[config.mk]
export PLATFORM = sky130hd
export DESIGN_NAME = mrc_device_flat
export DESIGN_NICKNAME = d
export VERILOG_FILES = /design/src/inc/mrc_pkg.sv /design/src/inc/mrc_if.sv /design/src/mrc_device.sv /design/src/flat_wrapper.sv
export SDC_FILE = /design/constraint.sdc
export NUM_CORES = 1
export LEC_CHECK = 0
export ABC_AREA = 1
export BUFFER_PORTS_ARGS = -buffer_cell sky130_fd_sc_hd__buf_2
export CORE_MARGIN = 10
export CORE_UTILIZATION = 45
export DETAILED_ROUTE_END_ITERATION = 12
export HOLD_SLACK_MARGIN = 0.03
export PLACE_DENSITY_LB_ADDON = 0.05
export SYNTH_ARGS = -nofsm -noshare
export SYNTH_HDL_FRONTEND = slang
export SYNTH_SLANG_ARGS = --single-unit
[constraint.sdc]
create_clock -name clock -period 5.1 [get_ports clock]
set_clock_uncertainty 0.1 [all_clocks]
set_input_delay 1.02 -clock clock [delete_from_list [all_inputs] [get_ports clock]]
set_output_delay 1.02 -clock clock [all_outputs]
set_load 0.01 [all_outputs]
[src/inc/mrc_pkg.sv]
// Shared constants for the mode and reset control unit
package mrc_pkg;
  // ----------------------------------------
  // Register offsets
  // ----------------------------------------
  localparam logic [7:0] mrc_mode1_off = 8'h3d;
  localparam logic [7:0] mrc_options_off = 8'h3e;
  localparam logic [7:0] mrc_soft_reset_off = 8'h3f;
  localparam logic [7:0] mrc_irq_status_off = 8'h3c;
  localparam logic [7:0] mrc_ident_off = 8'h3b;
  localparam logic [7:0] mrc_highway_ctrl_off = 8'h56;
  // ----------------------------------------
  // Field positions
  // ----------------------------------------
  localparam int mrc_kick1_bit = 5;
  localparam int mrc_kick2_bit = 4;
  localparam int mrc_keepalive_bit = 3;
  localparam int mrc_wdog_flag_bit = 3;
  localparam int mrc_cmd_flag_bit = 5;
  localparam int mrc_wakeup_bit = 7;
  localparam int mrc_refdis_bit = 2;
  localparam int mrc_addr_sel_bit = 1;
  localparam int mrc_drive_bit = 0;
  // ----------------------------------------
  // Reset values and masks
  // ----------------------------------------
  localparam logic [7:0] mrc_options_rst = 8'h00;
  localparam logic [7:0] mrc_options_mask = 8'h07;
  localparam logic [7:0] mrc_soft_reset_rst = 8'h00;
  localparam logic [7:0] mrc_soft_reset_mask = 8'h3f;
  // ----------------------------------------
  // Reset source selection and state codes
  // ----------------------------------------
  localparam logic [1:0] mrc_src_none = 2'h0;
  localparam logic [1:0] mrc_src_strobe = 2'h1;
  localparam logic [1:0] mrc_src_event = 2'h2;
  localparam logic [1:0] mrc_src_watchdog = 2'h3;
  localparam logic [3:0] mrc_sleep_state_code = 4'hf;
  localparam logic [3:0] mrc_awake_state_code = 4'h7;
  localparam logic [3:0] mrc_clock_up_cmd = 4'h0;
  localparam logic [3:0] mrc_sleep_notice_cmd = 4'hf;
  localparam logic [3:0] mrc_line_activate_cmd = 4'h8;
  // ----------------------------------------
  // Timing
  // ----------------------------------------
  localparam int mrc_clk_mhz = 100;
  localparam int mrc_pulse_min_us = 125;
  localparam int mrc_pulse_max_us = 250;
  localparam int mrc_pulse_cycles = (mrc_pulse_min_us + mrc_pulse_max_us) / 2 * mrc_clk_mhz;
  localparam int mrc_wdog_ms = 128;
  localparam int mrc_wdog_cycles = mrc_wdog_ms * 1000 * mrc_clk_mhz;
endpackage : mrc_pkg

[src/inc/mrc_if.sv]
// Parallel register port between host and device
`timescale 1ns/1ps
`default_nettype none
interface mrc_if;
  logic cs;
  logic wr;
  logic rd;
  logic [7:0] addr;
  logic [7:0] wdata;
  logic [7:0] rdata;
  modport device (input cs, input wr, input rd, input addr, input wdata, output rdata);
  modport host (output cs, output wr, output rd, output addr, output wdata, input rdata);
endinterface : mrc_if
`default_nettype wire

[src/mrc_device.sv]
// Device end: mode, reset source and identification control
//
// How it works
// - Keepalive 0 keeps highway clocks, codes differ
// - Clock-up wakes, sleep-notice sleeps
// - Line-activate accepted without prior clock-up
// - Keepalive 1 stops clocks in sleep; wake bit restores
// - Line-activate then sleep-notice re-enters sleep
// - Reset leaves highway active; host sets keepalive
// - Select 00 gives no event reset
// - Select 01 drives second strobe on pin
// - Select 10: wake or command change pulses
// - Select 11 enables watchdog as source
// - Hardware reset always drives reset pin
// - Command or watchdog pulse raises matching interrupt flag; wake pulse raises none
// - Options register: zeros high, reference disable
// - Addressing select: indirect latch or direct
// - Serial out open drain or push-pull
// - Read-only six-bit design number
// - Soft reset bits hold blocks in reset
// - Host kicks watchdog 1,0 then 0,1
// - Expiry pulses, then sets flag; status read clears
// - Wake bit pulls upstream line low
`timescale 1ns/1ps
`default_nettype none
module mrc_device #(
  parameter logic [5:0] design_number = 6'h2a, // Arbitrary value
  parameter int pulse_cycles = mrc_pkg::mrc_pulse_cycles,
  parameter int wdog_cycles = mrc_pkg::mrc_wdog_cycles
) (
  input wire logic clock,
  input wire logic rst,
  mrc_if.device bus,
  input wire logic external_wake_input,
  input wire logic [3:0] downstream_command_channel,
  input wire logic serial_data_in,
  input wire logic strobe_in,
  output logic [3:0] upstream_indication,
  output logic highway_clock_enable,
  output logic line_active,
  output logic upstream_data_low,
  output logic reset_strobe_pin,
  output logic serial_data_out_pin,
  output logic serial_data_out_oe_n,
  output logic reference_disable,
  output logic addressing_select,
  output logic [5:0] block_reset
);
  // ----------------------------------------
  // State
  // ----------------------------------------
  typedef struct packed {
    logic [7:0] addr_latch;
    logic [7:0] mode1;
    logic [7:0] options;
    logic [7:0] soft_reset;
    logic wakeup;
    logic wdog_flag;
    logic cmd_flag;
    logic awake;
    logic active;
    logic [3:0] cmd_prev;
    logic [31:0] pulse_cnt;
    logic [31:0] wdog_cnt;
    logic kick_armed;
    logic pend_cmd;
    logic pend_wdog;
    logic [7:0] rdata;
    logic sdo;
  } mrc_dev_state_t;
  mrc_dev_state_t s_r, s_nxt;
  logic [7:0] eff_addr;
  logic wr_en, rd_en, keepalive;

  always_comb begin
    s_nxt = s_r;
    keepalive = s_r.mode1[mrc_pkg::mrc_keepalive_bit];
    eff_addr = s_r.addr_latch;
    wr_en = 1'b0;
    rd_en = 1'b0;
    // Indirect mode uses A0 as latch/data select
    if (s_r.options[mrc_pkg::mrc_addr_sel_bit]) begin
      eff_addr = bus.addr;
      wr_en = bus.cs & bus.wr;
      rd_en = bus.cs & bus.rd;
    end else if (bus.cs & bus.wr & ~bus.addr[0]) begin
      s_nxt.addr_latch = bus.wdata;
    end else begin
      wr_en = bus.cs & bus.wr & bus.addr[0];
      rd_en = bus.cs & bus.rd & bus.addr[0];
    end
    // Writes
    if (wr_en) begin
      if (eff_addr == mrc_pkg::mrc_mode1_off) begin
        s_nxt.mode1 = bus.wdata;
      end else if (eff_addr == mrc_pkg::mrc_options_off) begin
        s_nxt.options = bus.wdata & mrc_pkg::mrc_options_mask;
      end else if (eff_addr == mrc_pkg::mrc_soft_reset_off) begin
        s_nxt.soft_reset = bus.wdata & mrc_pkg::mrc_soft_reset_mask;
      end else if (eff_addr == mrc_pkg::mrc_highway_ctrl_off) begin
        s_nxt.wakeup = bus.wdata[mrc_pkg::mrc_wakeup_bit];
      end
    end
    // Reads; soft reset reads zero and has no side effect
    s_nxt.rdata = 8'h00;
    if (rd_en) begin
      if (eff_addr == mrc_pkg::mrc_mode1_off) begin
        s_nxt.rdata = s_r.mode1;
      end else if (eff_addr == mrc_pkg::mrc_options_off) begin
        s_nxt.rdata = s_r.options;
      end else if (eff_addr == mrc_pkg::mrc_ident_off) begin
        s_nxt.rdata = {2'h0, design_number};
      end else if (eff_addr == mrc_pkg::mrc_irq_status_off) begin
        s_nxt.rdata[mrc_pkg::mrc_wdog_flag_bit] = s_r.wdog_flag;
        s_nxt.rdata[mrc_pkg::mrc_cmd_flag_bit] = s_r.cmd_flag;
        s_nxt.wdog_flag = 1'b0;
        s_nxt.cmd_flag = 1'b0;
      end
    end
    // Power state from highway commands
    if (downstream_command_channel != s_r.cmd_prev) begin
      if (downstream_command_channel == mrc_pkg::mrc_clock_up_cmd) begin
        s_nxt.awake = 1'b1;
      end else if (downstream_command_channel == mrc_pkg::mrc_line_activate_cmd) begin
        s_nxt.awake = 1'b1;
        s_nxt.active = 1'b1;
      end else if (downstream_command_channel == mrc_pkg::mrc_sleep_notice_cmd) begin
        s_nxt.awake = 1'b0;
        s_nxt.active = 1'b0;
      end
      // Change is recorded now; flag rises once the pulse ends
      if (s_r.mode1[1:0] == mrc_pkg::mrc_src_event) begin
        s_nxt.pend_cmd = 1'b1;
        s_nxt.pulse_cnt = 32'(pulse_cycles);
      end
    end
    s_nxt.cmd_prev = downstream_command_channel;
    // Wake bit, or clearing keepalive again, forces awake; sleep stays legal at 0
    if (s_r.wakeup || (keepalive && !s_nxt.mode1[mrc_pkg::mrc_keepalive_bit])) begin
      s_nxt.awake = 1'b1;
    end
    if (external_wake_input && s_r.mode1[1:0] == mrc_pkg::mrc_src_event) begin
      s_nxt.pulse_cnt = 32'(pulse_cycles);
    end
    // Watchdog: kick sequence 1,0 then 0,1 restarts the window
    if (s_r.mode1[1:0] == mrc_pkg::mrc_src_watchdog) begin
      if (s_r.mode1[mrc_pkg::mrc_kick1_bit] && !s_r.mode1[mrc_pkg::mrc_kick2_bit]) begin
        s_nxt.kick_armed = 1'b1;
      end
      if (s_r.kick_armed && !s_r.mode1[mrc_pkg::mrc_kick1_bit]
          && s_r.mode1[mrc_pkg::mrc_kick2_bit]) begin
        s_nxt.kick_armed = 1'b0;
        s_nxt.wdog_cnt = 32'(wdog_cycles);
      end else if (s_r.wdog_cnt == 32'h0) begin
        s_nxt.wdog_cnt = 32'(wdog_cycles);
        s_nxt.pulse_cnt = 32'(pulse_cycles);
        s_nxt.pend_wdog = 1'b1;
      end else begin
        s_nxt.wdog_cnt = s_r.wdog_cnt - 32'h1;
      end
    end else begin
      s_nxt.wdog_cnt = 32'(wdog_cycles);
      s_nxt.kick_armed = 1'b0;
    end
    // Pulse counter on system clock; flag after the pulse, set beats clear
    if (s_r.pulse_cnt != 32'h0) begin
      s_nxt.pulse_cnt = s_r.pulse_cnt - 32'h1;
      if (s_r.pulse_cnt == 32'h1) begin
        if (s_r.pend_wdog) s_nxt.wdog_flag = 1'b1;
        if (s_r.pend_cmd) s_nxt.cmd_flag = 1'b1;
        s_nxt.pend_wdog = 1'b0;
        s_nxt.pend_cmd = 1'b0;
      end
    end
    // Push-pull drives both levels, open drain only pulls low
    s_nxt.sdo = serial_data_in;
  end

  always_ff @(posedge clock or posedge rst) begin
    if (rst) begin
      s_r <= '0; // Reset leaves keepalive 0, highway active
    end else begin
      s_r <= s_nxt;
    end
  end

  // ----------------------------------------
  // Outputs
  // ----------------------------------------
  assign bus.rdata = s_r.rdata;
  assign upstream_indication = s_r.awake ? mrc_pkg::mrc_awake_state_code
                                         : mrc_pkg::mrc_sleep_state_code;
  assign highway_clock_enable = ~s_r.mode1[mrc_pkg::mrc_keepalive_bit] | s_r.awake;
  assign line_active = s_r.active;
  assign upstream_data_low = s_r.wakeup;
  // Hardware reset always shows; select 00 gives nothing else
  assign reset_strobe_pin = rst | ((s_r.mode1[1:0] == mrc_pkg::mrc_src_strobe) ? strobe_in
                                   : (s_r.pulse_cnt != 32'h0));
  assign serial_data_out_pin = s_r.sdo;
  assign serial_data_out_oe_n = ~(s_r.options[mrc_pkg::mrc_drive_bit] | ~s_r.sdo);
  assign reference_disable = s_r.options[mrc_pkg::mrc_refdis_bit];
  assign addressing_select = s_r.options[mrc_pkg::mrc_addr_sel_bit];
  assign block_reset = s_r.soft_reset[5:0];
endmodule : mrc_device
`default_nettype wire

[src/flat_wrapper.sv]
// flat-port wrapper written by rule: the top's interface ports become plain ports
module mrc_device_flat 
#(
  parameter logic [5:0] design_number = 6'h2a,                   
  parameter int pulse_cycles = mrc_pkg::mrc_pulse_cycles,
  parameter int wdog_cycles = mrc_pkg::mrc_wdog_cycles
)
  (clock, rst, external_wake_input, downstream_command_channel, serial_data_in, strobe_in, upstream_indication, highway_clock_enable, line_active, upstream_data_low, reset_strobe_pin, serial_data_out_pin, serial_data_out_oe_n, reference_disable, addressing_select, block_reset, bus_cs, bus_wr, bus_rd, bus_addr, bus_wdata, bus_rdata);
  mrc_if bus_i ();
  input wire logic clock;
  input wire logic rst;
  input wire logic external_wake_input;
  input wire logic [3:0] downstream_command_channel;
  input wire logic serial_data_in;
  input wire logic strobe_in;
  output logic [3:0] upstream_indication;
  output logic highway_clock_enable;
  output logic line_active;
  output logic upstream_data_low;
  output logic reset_strobe_pin;
  output logic serial_data_out_pin;
  output logic serial_data_out_oe_n;
  output logic reference_disable;
  output logic addressing_select;
  output logic [5:0] block_reset;
  input wire logic [$bits(bus_i.cs)-1:0] bus_cs;
  input wire logic [$bits(bus_i.wr)-1:0] bus_wr;
  input wire logic [$bits(bus_i.rd)-1:0] bus_rd;
  input wire logic [$bits(bus_i.addr)-1:0] bus_addr;
  input wire logic [$bits(bus_i.wdata)-1:0] bus_wdata;
  output wire logic [$bits(bus_i.rdata)-1:0] bus_rdata;
  assign bus_i.cs = bus_cs;
  assign bus_i.wr = bus_wr;
  assign bus_i.rd = bus_rd;
  assign bus_i.addr = bus_addr;
  assign bus_i.wdata = bus_wdata;
  assign bus_rdata = bus_i.rdata;
  mrc_device #(.design_number(design_number), .pulse_cycles(pulse_cycles), .wdog_cycles(wdog_cycles)) u_core (.clock(clock), .rst(rst), .bus(bus_i), .external_wake_input(external_wake_input), .downstream_command_channel(downstream_command_channel), .serial_data_in(serial_data_in), .strobe_in(strobe_in), .upstream_indication(upstream_indication), .highway_clock_enable(highway_clock_enable), .line_active(line_active), .upstream_data_low(upstream_data_low), .reset_strobe_pin(reset_strobe_pin), .serial_data_out_pin(serial_data_out_pin), .serial_data_out_oe_n(serial_data_out_oe_n), .reference_disable(reference_disable), .addressing_select(addressing_select), .block_reset(block_reset));
endmodule
==> results of run 1 <==
## registers in the layout (all words and copies together), names as in the netlist
name	count
u_core.s_r	90
u_core.bus.rdata	8
u_core.block_reset	6
u_core.addressing_select	1
u_core.keepalive	1
u_core.line_active	1
u_core.reference_disable	1
u_core.serial_data_out_pin	1
u_core.upstream_data_low	1
## cells by family after synthesis
family / synth area share
XOR/XNOR: 0.0298
AND/OR/NAND/NOR: 0.346
multiplexers: 0.00183
buffers and inverters: 0.100
other: 0.000608
flip-flops: 0.446
AO/OA/AOI/OAI: 0.0653
adder cells (fa/ha/maj): 0.0101
## through the flow
| step | power (uW) | setup WS (ps) | util | hold WS, ps |
|---|---|---|---|---|
| finish | 1940 | 1490 | 0.506 | 329 |
| floorplan | 1210 | 295 | - | 303 |
| CTS | 1970 | 1490 | 0.506 | 333 |
| global route | 2060 | 1240 | 0.506 | 350 |
| global placement | 1280 | 1930 | 0.485 | 314 |
| detailed placement | 1280 | 1890 | 0.485 | 323 |
## per-layer routing
metal  track usage  up-vias  wire [um]
li1              -     2701          -
met1         0.214     2473       6760
met2         0.272       96       7050
met3        0.0425       17        625
met4        0.0398        0        173
met5             0        -          0
## worst register-to-register path: cells and delay by family, from the launching register on
kind | cells | cell delay (ps)
AND/OR/NAND/NOR | 7 | 1580
flip-flops | 1 | 430
## power breakdown
group	switching [uW]	total, uW	leakage (uW)	internal (uW)
clock network	333	671	0.000138	338
registers	45.5	971	0.00141	926
logic	193	294	0.00199	102
## cells in the final DEF, fill, tap and decap left out, types with 2 or more instances in the layout
| cell | n |
|---|---|
| nand2_1 | 215 |
| nor2_1 | 163 |
| dfrtp_1 | 110 |
| inv_1 | 109 |
| nand3_1 | 56 |
| buf_2 | 50 |
| o21ai_0 | 28 |
| a21oi_1 | 24 |
| nor3_1 | 17 |
| o21ai_1 | 16 |
| xor2_1 | 12 |
| nand4_1 | 12 |
| or2_2 | 9 |
| xnor2_1 | 9 |
| clkbuf_16 | 9 |
| nor2_2 | 6 |
| nand3_2 | 5 |
| ha_1 | 5 |
| nand2_2 | 4 |
| nor2_4 | 4 |
| nand3b_1 | 4 |
| o21ai_2 | 3 |
| conb_1 | 3 |
| clkinv_4 | 3 |
| inv_2 | 2 |
| o21a_1 | 2 |
| buf_4 | 2 |
## cell usage after synthesis, drive strengths merged
cell and number:
clkbuf 1, a21oi 24, nand3b 4, o21bai 1, o211ai 1, conb 1
xor2 12, xnor2 9, nand4 12, a31oi 1, nor2 174, nor3 17
nand2 219, inv 112, buf 25, or2 9, and2 1, o21ai 47
mux2 1, nor4 1, nand3 61, o21a 2, ha 5, dfrtp 110
## area by class of cell
class | instances | area share
multi-input cells | 604 | 0.416
flip-flops and latches | 110 | 0.408
inverters | 112 | 0.0626
repair buffers | 52 | 0.0393
clock buffers | 9 | 0.0334
well taps | 176 | 0.0326
clock inverters | 7 | 0.00871
## worst max-delay path by stage
stage | endpoint | slack [ps]
floorplan | reset_strobe_pin | 300
global placement | reset_strobe_pin | 1930
detailed placement | reset_strobe_pin | 1890
CTS | reset_strobe_pin | 1490
global route | reset_strobe_pin | 1240
finish | reset_strobe_pin | 1490
==> summary.txt, run 1 <==
Highest Clock Rate = 277 MHz
Number of H-tree levels = 3
Critical hold path startpoint = u_core.s_r[12]$_DFF_PP0_
Leading cell types by total area after synthesis = dfrtp_1, nand2_1, nor2_1, inv_1, nand3_1
Pin count of the biggest net entering global routing = 67
Count of pins on the block boundary = 54
Kind of launch point of the worst setup path = flip-flop
Global Route Usage Sum = 0.166
Final setup violation count = 0
Leakage power total = 0.00353 uW
Hold violation total from the final report = 0
Top fanout value on the critical path = 15
First-pass detailed-route iteration total = 5
Worst supply voltage drop on vdd = 210 uV
Share of synthesized area occupied by flip-flops and latches = 0.446
Slew at the pin with the worst max-slew slack = 835 ps
Average detailed-routed wire length per instance = 13.7 um
Mean instance size in the synthesized netlist = 7.26 um^2
Synthesized instance count = 850
Vert. Die Dim = 137 um
Inst Count DP = 1054
Worst hold path endpoint = u_core.s_r[12]$_DFF_PP0_
Count of non-filler cells in the finished layout = 1070
Post-DRT Antenna Nets = 0
RePlAce Congestion = 0.855
Fill cells = 1371
Headroom to the max-slew limit = 0.443
WL final = 14600 um
Multi-input combinational cell area = 0.00281 mm^2
Depth of the critical timing path with buffers and inverters included = 9
Yosys synthesis warning count = 0
Share of final-layout standard cells stronger than drive strength 1 = 0.116
Remaining design rule violation count = 0
Detailed router's first-iteration violation count = 304
Grt ovf = 0
Starting Density = 0.462
Core area = 0.0133 mm^2
Most common cell type on the critical path = nand2_1
Slowest CP cell = nor2_2
TritonCTS buffer count = 9
Area growth from synthesis to layout = 9.45%
Critical setup path kind = flip-flop to output port
Number of unique standard cell types used by synthesis = 34
Result of the run = finished, final reports clean
Hold path depth = 1
Final Net Count = 922
Buffers from clock root to sink, at most = 2
Reg2reg setup slack = 2890 ps
Number of hold buffers added after cts = 0
Placement Cell Area = 0.00647 mm^2
CP required = 3980 ps
Root Buffer Master = clkbuf_16
Number of max-cap violations = 0
Site row count = 42
CTS tree = done
Clock latency on the worst-skew pair = 360 ps
CTS clock-pin slew for the worst setup and hold paths = 70 ps
Die Wd = 137 um
Terminus of the critical flop-to-flop path = u_core.s_r[45]$_DFF_PP0_
Number of clock sinks seen by CTS = 110
Reg2Reg Launch Point = u_core.s_r[66]$_DFF_PP0_
Unrepaired setup endpoints after global routing = false
Port Buffers = 50
Number of slew-limit violations in the final report = 0
Final critical-path required period = 3610 ps
Critical Path End Type = output port
Area fraction of the dominant cell type after synthesis = 0.446
Buffers inserted by post-CTS timing repair = 0
CP max stage delay = 650 ps
Post-CTS sizing = 0
Class of the tightest hold or removal check = flip-flop to flip-flop
Post-route cell area = 0.00675 mm^2
Beginning of the critical path = u_core.s_r[66]$_DFF_PP0_
Vias per cell = 4.94
Overall die area = 0.0188 mm^2
Global-route wire length before repair = 25200 um
Total Neg Setup Slack = 0 ps
Length in cells of the worst reg-to-reg path = 7
Critical path buffers and inverters = 1
Number of inserted diodes = 0
Synth Register Bits = 110
Power per unit of standard cell area = 287 mW/mm^2
Vias in the first global route = 5209
Total half-perimeter wirelength after legalization and detailed placement = 11300 um
Netlist Area Pre-Place = 0.00617 mm^2
Family of cells with the greatest summed delay on the critical path = simple AND/OR/NAND/NOR gates
Post-route fraction of the period consumed by the critical path = 0.707
Register area = 0.00275 mm^2
Antenna violations before repair = 0
Worst-path cell chain = nor2_1 > nand2_1 > nor2_1 > nand3_1 > nor2_2 > nand2_1 > o21ai_0 > nand2_1 > buf_2
Largest area contributor in the synthesized netlist = dfrtp_1
Vias = 5287
Arrival time at the worst endpoint = 2490 ps
No activity file was read; power rests on OpenSTA's default activity.
==> run 2: changes to the inputs <==
- clock period: 5.1 -> 3.5 ns (I/O delays scaled with it)
==> summary.txt, run 2 (synthesized netlist as in run 1, its figures left out) <==
TritonCTS buffer count = 9 (unchanged)
Slew at the pin with the worst max-slew slack = 775 ps (-60.0 ps)
Unrepaired setup endpoints after global routing = false
First-pass detailed-route iteration total = 5 (unchanged)
Number of hold buffers added after cts = 0 (unchanged)
Die Wd = 137 um (unchanged)
Final critical-path required period = 2790 ps
Headroom to the max-slew limit = 0.483 (+0.0400)
Number of H-tree levels = 3 (unchanged)
Clock network fraction of design power = 0.341 (-0.005)
Internal power = 1980 uW (+45%)
Total Neg Setup Slack = 0 ps (unchanged)
Global Route Usage Sum = 0.164 (-0.00158)
Starting Density = 0.462 (unchanged)
Leakage power total = 0.00353 uW (-0.23%)
Critical setup path kind = flip-flop to output port
Grt ovf = 0 (unchanged)
Remaining design rule violation count = 0 (unchanged)
Post-CTS sizing = 0 (unchanged)
Final Net Count = 922 (unchanged)
Top routing layer in use = met4
Vias per cell = 4.94 (about the same)
Met2 wire len = 7150 um (+1.4%)
Top library cells by usage in the layout, fill and taps aside = nand2_1, nor2_1, dfrtp_1, inv_1, nand3_1
Buffers from clock root to sink, at most = 2 (unchanged)
Final setup violation count = 0 (unchanged)
Count of non-filler cells in the finished layout = 1069 (-0.093%)
Inst Count DP = 1054 (unchanged)
Setup slack after placement = 1080 ps (-807 ps)
Result of the run = finished, final reports clean
Post-route worst hold slack = 335 ps (+6.41 ps)
Total Power Consumption = 2800 uW (+45%)
Leading cell type in the layout, fill and taps excluded = nand2_1
Hold violation total from the final report = 0 (unchanged)
Top fanout value on the critical path = 4 (-11)
Antenna violations before repair = 0 (unchanged)
Fill cells = 1386 (+1.1%)
Port Buffers = 50 (unchanged)
Combinational group share of total power = 0.154 (+0.002)
Number of slew-limit violations in the final report = 0 (unchanged)
WL final = 14700 um (+0.85%)
Hold path depth = 1 (unchanged)
CTS clock-pin slew for the worst setup and hold paths = 70 ps (about the same)
Root Buffer Master = clkbuf_16
Pin count of the biggest net entering global routing = 111 (+66%)
Count of pins on the block boundary = 54 (unchanged)
RePlAce Congestion = 0.861 (+0.75%)
CTS tree = done
Global-route wire length before repair = 24800 um (-1.8%)
Length in cells of the worst reg-to-reg path = 9 (+2)
Average detailed-routed wire length per instance = 13.8 um (+0.94%)
Kind of launch point of the worst setup path = flip-flop
Worst supply voltage drop on vdd = 227 uV (+7.8%)
Post-DRT Antenna Nets = 0 (unchanged)
Number of inserted diodes = 0 (unchanged)
Detailed router's first-iteration violation count = 451 (+48%)
Site row count = 42 (unchanged)
Largest reg by FF count = u_core.s_r
Highest Clock Rate = 358 MHz
WL met3 = 578 um (-7.5%)
Arrival time at the worst endpoint = 1990 ps (-500 ps)
CP required = 2700 ps (-1280 ps)
Sequential Power Share = 0.505 (+0.003)
Area growth from synthesis to layout = 9.35% (about the same)
Overall die area = 0.0188 mm^2 (unchanged)
Critical Path End Type = output port
Core area = 0.0133 mm^2 (unchanged)
Total half-perimeter wirelength after legalization and detailed placement = 11100 um (-1.3%)
Number of clock sinks seen by CTS = 110 (unchanged)
Net Sw Power = 825 uW (+45%)
Wire length the detailed router placed on met1 = 6900 um (+2.0%)
Final setup slack of the worst path = 708 ps (-785 ps)
Buffers inserted by post-CTS timing repair = 0 (unchanged)
Number of flip-flops in the largest register = 90 (unchanged)
Vias in the first global route = 5069 (-2.7%)
Post-route fraction of the period consumed by the critical path = 0.798
Share of final-layout standard cells stronger than drive strength 1 = 0.114 (-0.00211)
Net switching share of the total power = 0.294 (-0.000494)
Clock latency on the worst-skew pair = 360 ps (about the same)
Power per unit of standard cell area = 416 mW/mm^2 (+45%)
Class of the tightest hold or removal check = flip-flop to flip-flop
Vias = 5278 (-0.17%)
Vert. Die Dim = 137 um (unchanged)
Number of max-cap violations = 0 (unchanged)
[run 2: worst max-delay path, stage by stage (launching register included)]
cell and delay [ps]:
dfrtp_1 400, inv_1 130, ha_1 160, inv_1 50, nor2_1 230, nand3_1 130
nor2_2 140, nand2_1 60, o21ai_0 70, nand2_1 100, buf_2 150
[run 2: final timing paths]
check	startpoint	end	slack, ps
min	u_core.s_r[12]$_DFF_PP0_	u_core.s_r[12]$_DFF_PP0_	340
min in group asynchronous	rst	u_core.bus.rdata[3]$_DFF_PP0_	410
min reg2reg	u_core.s_r[12]$_DFF_PP0_	u_core.s_r[12]$_DFF_PP0_	340
max reg2reg	u_core.addressing_select$_DFFE_PP0P_	u_core.s_r[103]$_DFFE_PP0P_	1320
max	u_core.s_r[44]$_DFF_PP0_	reset_strobe_pin	710
max in group asynchronous	rst	u_core.s_r[108]$_DFFE_PP0P_	2360
[run 2: power groups by stage]
| stage | clock, uW | sequential (uW) | combinational [uW] |
|---|---|---|---|
| after floorplan | 0 | 1430 | 335 |
| after global placement | 0 | 1440 | 429 |
| after detailed placement | 0 | 1440 | 435 |
| after CTS | 988 | 1410 | 438 |
| after global routing | 1040 | 1430 | 501 |
| final | 957 | 1420 | 432 |
[run 2: routing by layer]
| metal | up-vias | GRT usage |
|---|---|---|
| li1 | 2701 | - |
| met1 | 2473 | 0.214 |
| met2 | 94 | 0.271 |
| met3 | 10 | 0.0304 |
| met4 | 0 | 0.0498 |
| met5 | - | 0 |
[run 2: metrics by stage]
stage	cell area (um^2)	util
final	6750	0.505
after global routing	6750	0.505
after CTS	6750	0.505
after detailed placement	6480	0.486
after global placement	6480	0.486
after floorplan	6180	-
[run 2: layout make-up]
| type | instances | area (um^2) | area share |
|---|---|---|---|
| clock inverters | 5 | 35.0 | 0.00519 |
| repair buffers | 52 | 278 | 0.0412 |
| clock buffers | 10 | 229 | 0.0339 |
| flip-flops and latches | 110 | 2750 | 0.408 |
| well taps | 176 | 220 | 0.0326 |
| inverters | 112 | 424 | 0.0629 |
| multi-input cells | 604 | 2810 | 0.416 |
